--- src/rtl/loop_cmd_pkg.sv ---
package loop_cmd_pkg;

  // tributary count and selector geometry
  localparam int NUM_PORTS      = 28;
  localparam int LO_PORTS       = 16;
  localparam int HI_PORTS       = 12;
  localparam int SEL_W          = 5;
  localparam int SEL_A_LSB      = 0;
  localparam int SEL_B_LSB      = 8;
  localparam int CONFIRM_FRAMES = 5;
  localparam int CNT_W          = 3;

  // wishbone geometry: register index sits in adr[9:2]
  localparam int WB_ADR_W = 10;
  localparam int IDX_W    = 8;

  // register indices, byte address is four times the index
  localparam logic [IDX_W-1:0] IDX_CMD_LO   = 8'h58;
  localparam logic [IDX_W-1:0] IDX_CMD_HI   = 8'h5a;
  localparam logic [IDX_W-1:0] IDX_STAT_LO  = 8'h5c;
  localparam logic [IDX_W-1:0] IDX_STAT_HI  = 8'h5e;
  localparam logic [IDX_W-1:0] IDX_DROP_SEL = 8'h60;
  localparam logic [IDX_W-1:0] IDX_INS_SEL  = 8'h62;
  localparam logic [IDX_W-1:0] IDX_IRQ_STAT = 8'h64;
  localparam logic [IDX_W-1:0] IDX_IRQ_MASK = 8'h66;

  // interrupt bit position and reset values
  localparam int                 IRQ_LOOP_BIT = 0;
  localparam logic [NUM_PORTS-1:0] CMD_RST    = 28'h0000000;
  localparam logic [SEL_W-1:0]   SEL_RST      = 5'h00;
  localparam logic               MASK_RST     = 1'b0;

  // selector codes: 1..28 pick a port, everything else picks none
  localparam logic [SEL_W-1:0] SEL_FIRST = 5'h01;
  localparam logic [SEL_W-1:0] SEL_LAST  = 5'h1c;

  // per-port c-bit observations from the t2 framers
  typedef struct packed {
    logic [NUM_PORTS-1:0] frame;
    logic [NUM_PORTS-1:0] c1;
    logic [NUM_PORTS-1:0] c2;
    logic [NUM_PORTS-1:0] c3;
  } c_obs_s;

  // clock and data of all tributaries in one direction
  typedef struct packed {
    logic [NUM_PORTS-1:0] clk;
    logic [NUM_PORTS-1:0] data;
  } trib_s;

  function automatic logic sel_valid(input logic [SEL_W-1:0] code);
    return (code >= SEL_FIRST) && (code <= SEL_LAST);
  endfunction : sel_valid

  // one-hot port mask for a selector code, all zero for no port
  function automatic logic [NUM_PORTS-1:0] sel_onehot(input logic [SEL_W-1:0] code);
    logic [NUM_PORTS-1:0] r;
    r = '0;
    if (sel_valid(code)) r[code - SEL_FIRST] = 1'b1;
    return r;
  endfunction : sel_onehot

endpackage : loop_cmd_pkg

--- src/rtl/loop_cmd_ctrl.sv ---
// Decided for this implementation: register access over Wishbone.
`timescale 1ns/1ps
module loop_cmd_ctrl
  import loop_cmd_pkg::*;
(
  // clock and reset
  input  wire logic                          clk_i,
  input  wire logic                          rst_i,
  // wishbone classic slave
  input  wire logic                          cyc_i,
  input  wire logic                          stb_i,
  input  wire logic                          we_i,
  input  wire logic [loop_cmd_pkg::WB_ADR_W-1:0]  adr_i,
  input  wire logic [3:0]                    sel_i,
  input  wire logic [31:0]                   dat_i,
  output logic      [31:0]                   dat_o,
  output logic                               ack_o,
  // interrupt
  output logic                               irq_o,
  // t2 framers and formatters
  input  wire loop_cmd_pkg::c_obs_s          rx_obs_i,
  input  wire logic [loop_cmd_pkg::NUM_PORTS-1:0] tx_c12_i,
  output logic      [loop_cmd_pkg::NUM_PORTS-1:0] tx_c3_o,
  // tributary pins
  input  wire loop_cmd_pkg::trib_s           rx_trib_i,
  input  wire loop_cmd_pkg::trib_s           tx_trib_i,
  output loop_cmd_pkg::trib_s                tx_trib_o,
  // drop ports
  output logic                               drop_a_clock_out_o,
  output logic                               drop_a_data_out_o,
  output logic                               drop_b_clock_out_o,
  output logic                               drop_b_data_out_o,
  // insert ports
  input  wire logic                          insert_a_clock_in_i,
  input  wire logic                          insert_a_data_in_i,
  input  wire logic                          insert_b_clock_in_i,
  input  wire logic                          insert_b_data_in_i
);
  import loop_cmd_pkg::*;

  localparam int SYNC_W = 4 * NUM_PORTS + 4;

  ////////////////////////////////////////////////////////////////////////////
  // declarations

  logic [NUM_PORTS-1:0] far_end_loop_cmd_ff;
  logic [SEL_W-1:0]     drop_a_select_ff;
  logic [SEL_W-1:0]     drop_b_select_ff;
  logic [SEL_W-1:0]     insert_a_select_ff;
  logic [SEL_W-1:0]     insert_b_select_ff;
  logic                 irq_stat_ff;
  logic                 loop_cmd_irq_mask_ff;
  logic                 irq_ff;
  logic                 ack_ff;
  logic [31:0]          rdat_ff;
  logic [NUM_PORTS-1:0] det_prev_ff;
  logic [NUM_PORTS-1:0] tx_c3_ff;
  trib_s                tx_trib_ff;
  logic                 drop_a_clk_ff;
  logic                 drop_a_dat_ff;
  logic                 drop_b_clk_ff;
  logic                 drop_b_dat_ff;

  logic [NUM_PORTS-1:0] loop_cmd_detected;
  logic [SYNC_W-1:0]    sync_q;
  trib_s                rx_q;
  trib_s                tx_q;
  logic                 ins_a_clk_q;
  logic                 ins_a_dat_q;
  logic                 ins_b_clk_q;
  logic                 ins_b_dat_q;

  ////////////////////////////////////////////////////////////////////////////
  // pin synchronisers and c3 detectors

  pin_sync #(
    .W (SYNC_W)
  ) u_sync (
    .clk_i (clk_i),
    .rst_i (rst_i),
    .pin_i ({rx_trib_i, tx_trib_i, insert_a_clock_in_i, insert_a_data_in_i,
             insert_b_clock_in_i, insert_b_data_in_i}),
    .q_o   (sync_q)
  );

  assign {rx_q, tx_q, ins_a_clk_q, ins_a_dat_q, ins_b_clk_q, ins_b_dat_q} = sync_q;

  loop_cmd_detect #(
    .N    (NUM_PORTS),
    .CONF (CONFIRM_FRAMES)
  ) u_detect (
    .clk_i      (clk_i),
    .rst_i      (rst_i),
    .obs_i      (rx_obs_i),
    .detected_o (loop_cmd_detected)
  );

  ////////////////////////////////////////////////////////////////////////////
  // bus decode

  wire [IDX_W-1:0] idx     = adr_i[WB_ADR_W-1:2];
  wire             req     = cyc_i && stb_i;
  wire             wr_take = req && we_i && ack_ff;  // write lands on the edge the master sees ack
  wire             rd_new  = req && !ack_ff;
  wire             wr_lo   = wr_take && sel_i[0];
  wire             wr_hi   = wr_take && sel_i[1];

  wire hit_cmd_lo  = (idx == IDX_CMD_LO);
  wire hit_cmd_hi  = (idx == IDX_CMD_HI);
  wire hit_stat_lo = (idx == IDX_STAT_LO);
  wire hit_stat_hi = (idx == IDX_STAT_HI);
  wire hit_drop    = (idx == IDX_DROP_SEL);
  wire hit_ins     = (idx == IDX_INS_SEL);
  wire hit_istat   = (idx == IDX_IRQ_STAT);
  wire hit_imask   = (idx == IDX_IRQ_MASK);

  // status words are read live from the detectors, nothing latched
  wire [15:0] stat_lo = loop_cmd_detected[LO_PORTS-1:0];
  wire [15:0] stat_hi = {4'h0, loop_cmd_detected[NUM_PORTS-1:LO_PORTS]};
  wire [15:0] sel_pair_drop = {3'h0, drop_b_select_ff, 3'h0, drop_a_select_ff};
  wire [15:0] sel_pair_ins  = {3'h0, insert_b_select_ff, 3'h0, insert_a_select_ff};

  // unmapped indices answer with zero
  wire [15:0] rd_word =
    hit_cmd_lo  ? far_end_loop_cmd_ff[LO_PORTS-1:0] :
    hit_cmd_hi  ? {4'h0, far_end_loop_cmd_ff[NUM_PORTS-1:LO_PORTS]} :
    hit_stat_lo ? stat_lo :
    hit_stat_hi ? stat_hi :
    hit_drop    ? sel_pair_drop :
    hit_ins     ? sel_pair_ins :
    hit_istat   ? {15'h0000, irq_stat_ff} :
    hit_imask   ? {15'h0000, loop_cmd_irq_mask_ff} :
    16'h0000;

  // ack for one cycle; read data is captured with it
  always_ff @(posedge clk_i) begin
    if (rst_i) begin
      ack_ff  <= 1'b0;
      rdat_ff <= 32'h00000000;
    end else begin
      ack_ff  <= rd_new;
      rdat_ff <= rd_new ? {16'h0000, rd_word} : rdat_ff;
    end
  end

  ////////////////////////////////////////////////////////////////////////////
  // control registers

  // each byte lane enables only its own bits; lane one of the high word holds four ports
  wire [NUM_PORTS-1:0] cmd_en    = {{4{wr_hi && hit_cmd_hi}}, {8{wr_lo && hit_cmd_hi}},
                                    {8{wr_hi && hit_cmd_lo}}, {8{wr_lo && hit_cmd_lo}}};
  wire [NUM_PORTS-1:0] cmd_wdata = (wr_take && hit_cmd_hi) ? {dat_i[HI_PORTS-1:0], 16'h0000}
                                                           : {12'h000, dat_i[15:0]};

  // command words, both halves share one vector
  always_ff @(posedge clk_i) begin
    if (rst_i) begin
      far_end_loop_cmd_ff <= CMD_RST;
    end else begin
      far_end_loop_cmd_ff <= (far_end_loop_cmd_ff & ~cmd_en) | (cmd_wdata & cmd_en);
    end
  end

  // selectors live in the low five bits of each byte lane
  always_ff @(posedge clk_i) begin
    if (rst_i) begin
      drop_a_select_ff   <= SEL_RST;
      drop_b_select_ff   <= SEL_RST;
      insert_a_select_ff <= SEL_RST;
      insert_b_select_ff <= SEL_RST;
    end else begin
      if (wr_lo && hit_drop) drop_a_select_ff   <= dat_i[SEL_A_LSB +: SEL_W];
      if (wr_hi && hit_drop) drop_b_select_ff   <= dat_i[SEL_B_LSB +: SEL_W];
      if (wr_lo && hit_ins)  insert_a_select_ff <= dat_i[SEL_A_LSB +: SEL_W];
      if (wr_hi && hit_ins)  insert_b_select_ff <= dat_i[SEL_B_LSB +: SEL_W];
    end
  end

  ////////////////////////////////////////////////////////////////////////////
  // interrupt: sticky on any detection rising, write one to clear

  wire any_rise  = |(loop_cmd_detected & ~det_prev_ff);
  wire irq_clear = wr_lo && hit_istat && dat_i[IRQ_LOOP_BIT];

  // a rise in the clearing cycle wins so the event is never lost
  always_ff @(posedge clk_i) begin
    if (rst_i) begin
      det_prev_ff          <= '0;
      irq_stat_ff          <= 1'b0;
      loop_cmd_irq_mask_ff <= MASK_RST;
      irq_ff               <= 1'b0;
    end else begin
      det_prev_ff          <= loop_cmd_detected;
      irq_stat_ff          <= any_rise | (irq_stat_ff & ~irq_clear);
      if (wr_lo && hit_imask) loop_cmd_irq_mask_ff <= dat_i[IRQ_LOOP_BIT];
      irq_ff               <= irq_stat_ff & loop_cmd_irq_mask_ff;
    end
  end

  ////////////////////////////////////////////////////////////////////////////
  // c3 generation and drop/insert routing

  wire [NUM_PORTS-1:0] ins_a_hit = sel_onehot(insert_a_select_ff);
  wire [NUM_PORTS-1:0] ins_b_hit = sel_onehot(insert_b_select_ff);
  wire [NUM_PORTS-1:0] keep      = ~(ins_a_hit | ins_b_hit);
  wire [NUM_PORTS-1:0] nxt_tx_clk = (tx_q.clk & keep) | (ins_a_hit & {NUM_PORTS{ins_a_clk_q}})
                                  | (ins_b_hit & {NUM_PORTS{ins_b_clk_q}});
  wire [NUM_PORTS-1:0] nxt_tx_dat = (tx_q.data & keep) | (ins_a_hit & {NUM_PORTS{ins_a_dat_q}})
                                  | (ins_b_hit & {NUM_PORTS{ins_b_dat_q}});
  wire [NUM_PORTS-1:0] drop_a_hit = sel_onehot(drop_a_select_ff);
  wire [NUM_PORTS-1:0] drop_b_hit = sel_onehot(drop_b_select_ff);

  // an unselected drop port reduces to zero through the empty mask
  always_ff @(posedge clk_i) begin
    if (rst_i) begin
      tx_c3_ff      <= '0;
      tx_trib_ff    <= '0;
      drop_a_clk_ff <= 1'b0;
      drop_a_dat_ff <= 1'b0;
      drop_b_clk_ff <= 1'b0;
      drop_b_dat_ff <= 1'b0;
    end else begin
      tx_c3_ff      <= tx_c12_i ^ far_end_loop_cmd_ff;
      tx_trib_ff    <= {nxt_tx_clk, nxt_tx_dat};
      drop_a_clk_ff <= |(rx_q.clk & drop_a_hit);
      drop_a_dat_ff <= |(rx_q.data & drop_a_hit);
      drop_b_clk_ff <= |(rx_q.clk & drop_b_hit);
      drop_b_dat_ff <= |(rx_q.data & drop_b_hit);
    end
  end

  assign dat_o              = rdat_ff;
  assign ack_o              = ack_ff;
  assign irq_o              = irq_ff;
  assign tx_c3_o            = tx_c3_ff;
  assign tx_trib_o          = tx_trib_ff;
  assign drop_a_clock_out_o = drop_a_clk_ff;
  assign drop_a_data_out_o  = drop_a_dat_ff;
  assign drop_b_clock_out_o = drop_b_clk_ff;
  assign drop_b_data_out_o  = drop_b_dat_ff;
endmodule : loop_cmd_ctrl

--- src/rtl/loop_cmd_detect.sv ---
`timescale 1ns/1ps
module loop_cmd_detect
  import loop_cmd_pkg::*;
#(
  parameter int N    = loop_cmd_pkg::NUM_PORTS,
  parameter int CONF = loop_cmd_pkg::CONFIRM_FRAMES
) (
  // clock and reset
  input  wire logic                 clk_i,
  input  wire logic                 rst_i,
  // framer observations and detection state
  input  wire loop_cmd_pkg::c_obs_s obs_i,
  output logic [N-1:0]              detected_o
);
  import loop_cmd_pkg::*;

  typedef enum logic [1:0] {IDLE_S = 2'b01, LOOP_S = 2'b10} det_state_e;

  det_state_e         state_ff [N];
  logic [CNT_W-1:0]   cnt_ff   [N];
  logic [N-1:0]       in_loop;
  logic [N-1:0]       inv;
  logic [N-1:0]       differ;

  // c3 counts as inverted only when it opposes both c1 and c2
  assign inv    = (obs_i.c3 & ~obs_i.c1 & ~obs_i.c2) | (~obs_i.c3 & obs_i.c1 & obs_i.c2);
  assign differ = obs_i.frame & (inv ^ in_loop);

  function automatic det_state_e flip(input det_state_e s);
    case (s)
      IDLE_S:  return LOOP_S;
      LOOP_S:  return IDLE_S;
      default: return IDLE_S;
    endcase
  endfunction : flip

  // per-port run counter; a frame that agrees with the state restarts it
  always_ff @(posedge clk_i) begin
    for (int i = 0; i < N; i++) begin
      if (rst_i) begin
        state_ff[i] <= IDLE_S;
        cnt_ff[i]   <= '0;
      end else if (obs_i.frame[i]) begin
        if (!differ[i]) begin
          cnt_ff[i] <= '0;
        end else if (cnt_ff[i] == CNT_W'(CONF - 1)) begin
          state_ff[i] <= flip(state_ff[i]);
          cnt_ff[i]   <= '0;
        end else begin
          cnt_ff[i] <= cnt_ff[i] + 1'b1;
        end
      end
    end
  end

  for (genvar g = 0; g < N; g++) begin : g_port
    assign in_loop[g] = (state_ff[g] == LOOP_S);

  end

  assign detected_o = in_loop;
endmodule : loop_cmd_detect

--- src/rtl/pin_sync.sv ---
`timescale 1ns/1ps
module pin_sync #(
  parameter int W = 1
) (
  // clock and reset
  input  wire logic         clk_i,
  input  wire logic         rst_i,
  // asynchronous pins and their filtered copy
  input  wire logic [W-1:0] pin_i,
  output logic      [W-1:0] q_o
);

  logic [W-1:0] s1_ff;
  logic [W-1:0] s2_ff;
  logic [W-1:0] s3_ff;
  logic [W-1:0] q_ff;

  // three stages; a change is taken only once stages two and three agree
  always_ff @(posedge clk_i) begin
    if (rst_i) begin
      s1_ff <= '0;
      s2_ff <= '0;
      s3_ff <= '0;
      q_ff  <= '0;
    end else begin
      s1_ff <= pin_i;
      s2_ff <= s1_ff;
      s3_ff <= s2_ff;
      q_ff  <= (s2_ff & s3_ff) | (q_ff & (s2_ff ^ s3_ff));
    end
  end

  assign q_o = q_ff;

endmodule : pin_sync

--- config.mk ---
export PLATFORM = sky130hd
export DESIGN_NAME = loop_cmd_ctrl
export DESIGN_NICKNAME = d
export VERILOG_FILES = /design/src/rtl/loop_cmd_pkg.sv /design/src/rtl/loop_cmd_ctrl.sv /design/src/rtl/loop_cmd_detect.sv /design/src/rtl/pin_sync.sv
export SDC_FILE = /design/constraint.sdc
export NUM_CORES = 1
export LEC_CHECK = 0
export BUFFER_PORTS_ARGS = -buffer_cell sky130_fd_sc_hd__buf_4
export CORE_UTILIZATION = 35
export DETAILED_ROUTE_END_ITERATION = 8
export SLEW_MARGIN = 10
export SYNTH_ARGS = -nofsm -noshare
export SYNTH_HDL_FRONTEND = slang
export SYNTH_HIERARCHICAL = 1
export SYNTH_SLANG_ARGS = --single-unit
export TNS_END_PERCENT = 10
--- constraint.sdc ---
create_clock -name clk_i -period 2.1 [get_ports clk_i]
set_input_delay 0.315 -clock clk_i [delete_from_list [all_inputs] [get_ports clk_i]]
set_output_delay 0.315 -clock clk_i [all_outputs]
set_load 0.02 [all_outputs]
==> results.toml <==
[outcome]
outcome = "complete, no violations"

[power]
ir_drop_mv = 0.573
power_per_cell_area_nw_per_um2 = 807
power_leakage_nw = 17.0
finalPower_mw = 34.7

[clocking]
htree_levels = 3
clk_latency_ns = 0.66
cts_root_buffer = "clkbuf_16"
cts_num_sinks = 788
cts_tree = "yes"
clk_path_buf_depth = 3
cts_made_buffers = 88
clk_pin_slew_ns = 0.06

[final_layout]
drive_above_1_share = 0.283
synthToLayoutAreaGrowth_pct = 29.0
n_fill_cell = 8800
fin_cells = 5071
finalNetCount = 4218

[yosys]
synth_cells = 3101
synth_edf_count = 140
synthTopCellsByArea = "dfxtp_1 39%, edfxtp_1 13%, ha_1 6.4%"
syn-cell-area_um2 = 33400
yosysTopAreaCellShare = 0.389
synthFlopType = "dfxtp_1"
syn_avg_cell_area_um2 = 10.8
async_flop_share = 0
ys_seq_area_frac = 0.515
yosysWarnings = 6
synth_cell_type_count = 77
synth_top_area_cell = "dfxtp_1"
ys_ff_latch = 788

[sta]
finalSetupViolations = 0
slew_violations = 0
fin_crit_sh = 0.966
hold_violations = 0
slew_headroom = 0.567
setup_tns_ns = 0
fmax_mhz = 493
period_needed_ns = 2.03
skew_ns = 0.0211
hold_ws_ns = 0.0547
tightest_slew_ns = 0.647
rsz0062_at_grt = "yes"

[routing]
wl_um = 87900
dr.pass1.iters = 8
drtIter0Drc = 1676
postRouteAntennaNets = 0
wire_per_inst_um = 17.3
route.detailed.drc = 0
vias_per_cell = 4.78
via_count = 24300

[die]
fp-row-count = 112
die_w_um = 311
die-area_um2 = 96600
die_height_um = 311
io_pins = 429
initial_core_util = 0.355
core_area_um2 = 93900

[global_routing]
grt_usage = 0.179
grt_pass1_vias = 23600
globalRoute.totalOverflow = 0
grt_max_degree = 65
grt_pass1_wl_um = 136000
antenna_found_initial = 9

[worst_hold_path]
hp-start = "rx_obs_i[84]"
min_to = "u_detect/cnt_ff[0][1]$_SDFFCE_PN0P_"
hp-class = "in -> reg"
hold_depth = 2

[setup_path]
cp.required_ns = 2.65
critPathMaxFanout = 4
path_class = "reg -> reg"
regToRegSetupSlack_ns = 0.07
timing.rr.start = "ack_o$_SDFF_PP0_"
start_kind = "flip-flop"
worst_ep_arrival_time_ns = 2.58
endpoint_kind = "flip-flop"
worst-r2r-cell-count = 8

[placed_design]
port_buffers = 392
gp_congestion = 0.852
post-dp-hpwl_um = 64400
place_inst = 4708

[flow_run]
max_cap_violations = 0
cells in the final DEF (no fill, tap or decap), drive strengths merged, types with 70 or more instances in the layout:
cell	count
a21oi	197
buf	499
clkbuf	115
dfxtp	648
dlygate4sd3	195
edfxtp	140
ha	172
inv	96
mux2i	78
nand2	134
nand3	78
nor2	345
nor2b	389
nor4	70
power breakdown:
part	leakage (nW)	switching [mW]	internal, mW
combinational	8.73	1.12	1.27
sequential	6.71	0.195	15.8
clock	1.54	6.44	9.90
total	17.0	7.75	27.0
what timing repair did:
action	in CTS	in global routing
resized for setup	0	3
hold buffers	195	0
setup buffers	0	0
endpoints found under the hold margin	276	0
setup endpoints to repair	0	4
cell type report:
class                           count  area (µm²)  area share
Tap cell                         1254        1570      0.0365
Antenna cell                        5        12.5    0.000291
Inverter                           90         338     0.00785
Clock buffer                      115        2530      0.0588
Clock inverter                     48         599      0.0139
Sequential cell                   788       17200       0.399
Multi-Input combinational cell   2077       14800       0.345
Timing Repair Buffer              694        5970       0.139
layer usage:
| layer | vias up | share of wire | track usage |
|---|---|---|---|
| met2 | 676 | 0.46 | 0.288 |
| met5 | - | 0.00033 | 0 |
| met1 | 11400 | 0.45 | 0.238 |
| met3 | 132 | 0.063 | 0.0397 |
| met4 | 6 | 0.022 | 0.0539 |
| li1 | 12000 | - | - |
Yosys cell counts (9+ instances only):
library cell / number
dfxtp_1: 648
nor2_1: 341
nor2b_2: 240
a21oi_1: 197
ha_1: 172
nor2b_1: 149
edfxtp_1: 140
nand2_1: 134
inv_1: 90
mux2i_1: 78
nand3_1: 78
clkbuf_1: 70
a22oi_1: 66
xnor2_1: 58
buf_6: 51
nor4_1: 39
o21ai_0: 38
or2_2: 36
nor4_2: 30
nand3b_1: 29
o31ai_1: 29
and3b_1: 26
mux2_2: 25
nor3_1: 23
nand2b_1: 20
a21boi_2: 19
nand4_1: 18
nor4b_1: 18
buf_4: 17
or3b_4: 16
and3b_4: 15
nor4b_2: 15
nor4bb_1: 13
a31oi_1: 12
o22ai_1: 12
buf_1: 11
buf_2: 11
a221oi_1: 10
nor3b_1: 10
or4_1: 10
o21a_1: 9
kinds of logic after synthesis:
| logic type | Yosys count | synth area share |
|---|---|---|
| DFF | 788 | 0.515 |
| and+or+nand+nor | 1297 | 0.247 |
| xor gates and xnor gates | 58 | 0.0152 |
| muxes | 107 | 0.0345 |
| adders and majority gates | 172 | 0.0645 |
| buffers and inverters | 251 | 0.0424 |
| AOI/OAI and AO/OA | 427 | 0.0813 |
| other | 1 | 0.000112 |
worst max-delay path: stages (launching register included):
cell and delay (ns):
dfxtp_1 0.39, nand2_1 0.09, nor2_2 0.13, nand2_1 0.13, nor4_4 0.19, buf_4 0.20
mux2i_1 0.18, nor2_1 0.05, dlygate4sd3_1 0.56
worst max path at each step:
| stage | slack, ns | startpoint | to | depth (start not counted) |
|---|---|---|---|---|
| final | 0.07 | ack_o$_SDFF_PP0_ | flip-flop | 8 |
| after global placement | -0.06 | adr_i[2] | flip-flop | 7 |
| after global routing | -0.1 | ack_o$_SDFF_PP0_ | flip-flop | 8 |
| after floorplan | 0.09 | adr_i[2] | flip-flop | 6 |
| after CTS | 0.05 | ack_o$_SDFF_PP0_ | flip-flop | 8 |
| after detailed placement | -0.07 | adr_i[2] | flip-flop | 7 |
metrics by stage:
step / instance area [µm²] / worst slack [ns] / util
detailed placement: 37900 / -0.0652 / 0.404
CTS: 43000 / 0.0484 / 0.458
global placement: 37900 / -0.0603 / 0.404
global route: 43000 / -0.0990 / 0.458
finish: 43000 / 0.0720 / 0.458
floorplan: 33400 / 0.0947 / -
registers in the layout, summed over array words and instances, names as in the netlist, 5 cells and up, named ones only:
name	count
dat_o	16
det_prev_ff	28
drop_a_select_ff	5
drop_b_select_ff	5
insert_a_select_ff	5
insert_b_select_ff	5
tx_c3_o	28
tx_trib_o	56
u_detect/cnt_ff	84
u_detect/state_ff	56
u_sync/q_o	116
u_sync/s1_ff	116
u_sync/s2_ff	116
u_sync/s3_ff	116
Power figures use the tool's default switching activity.
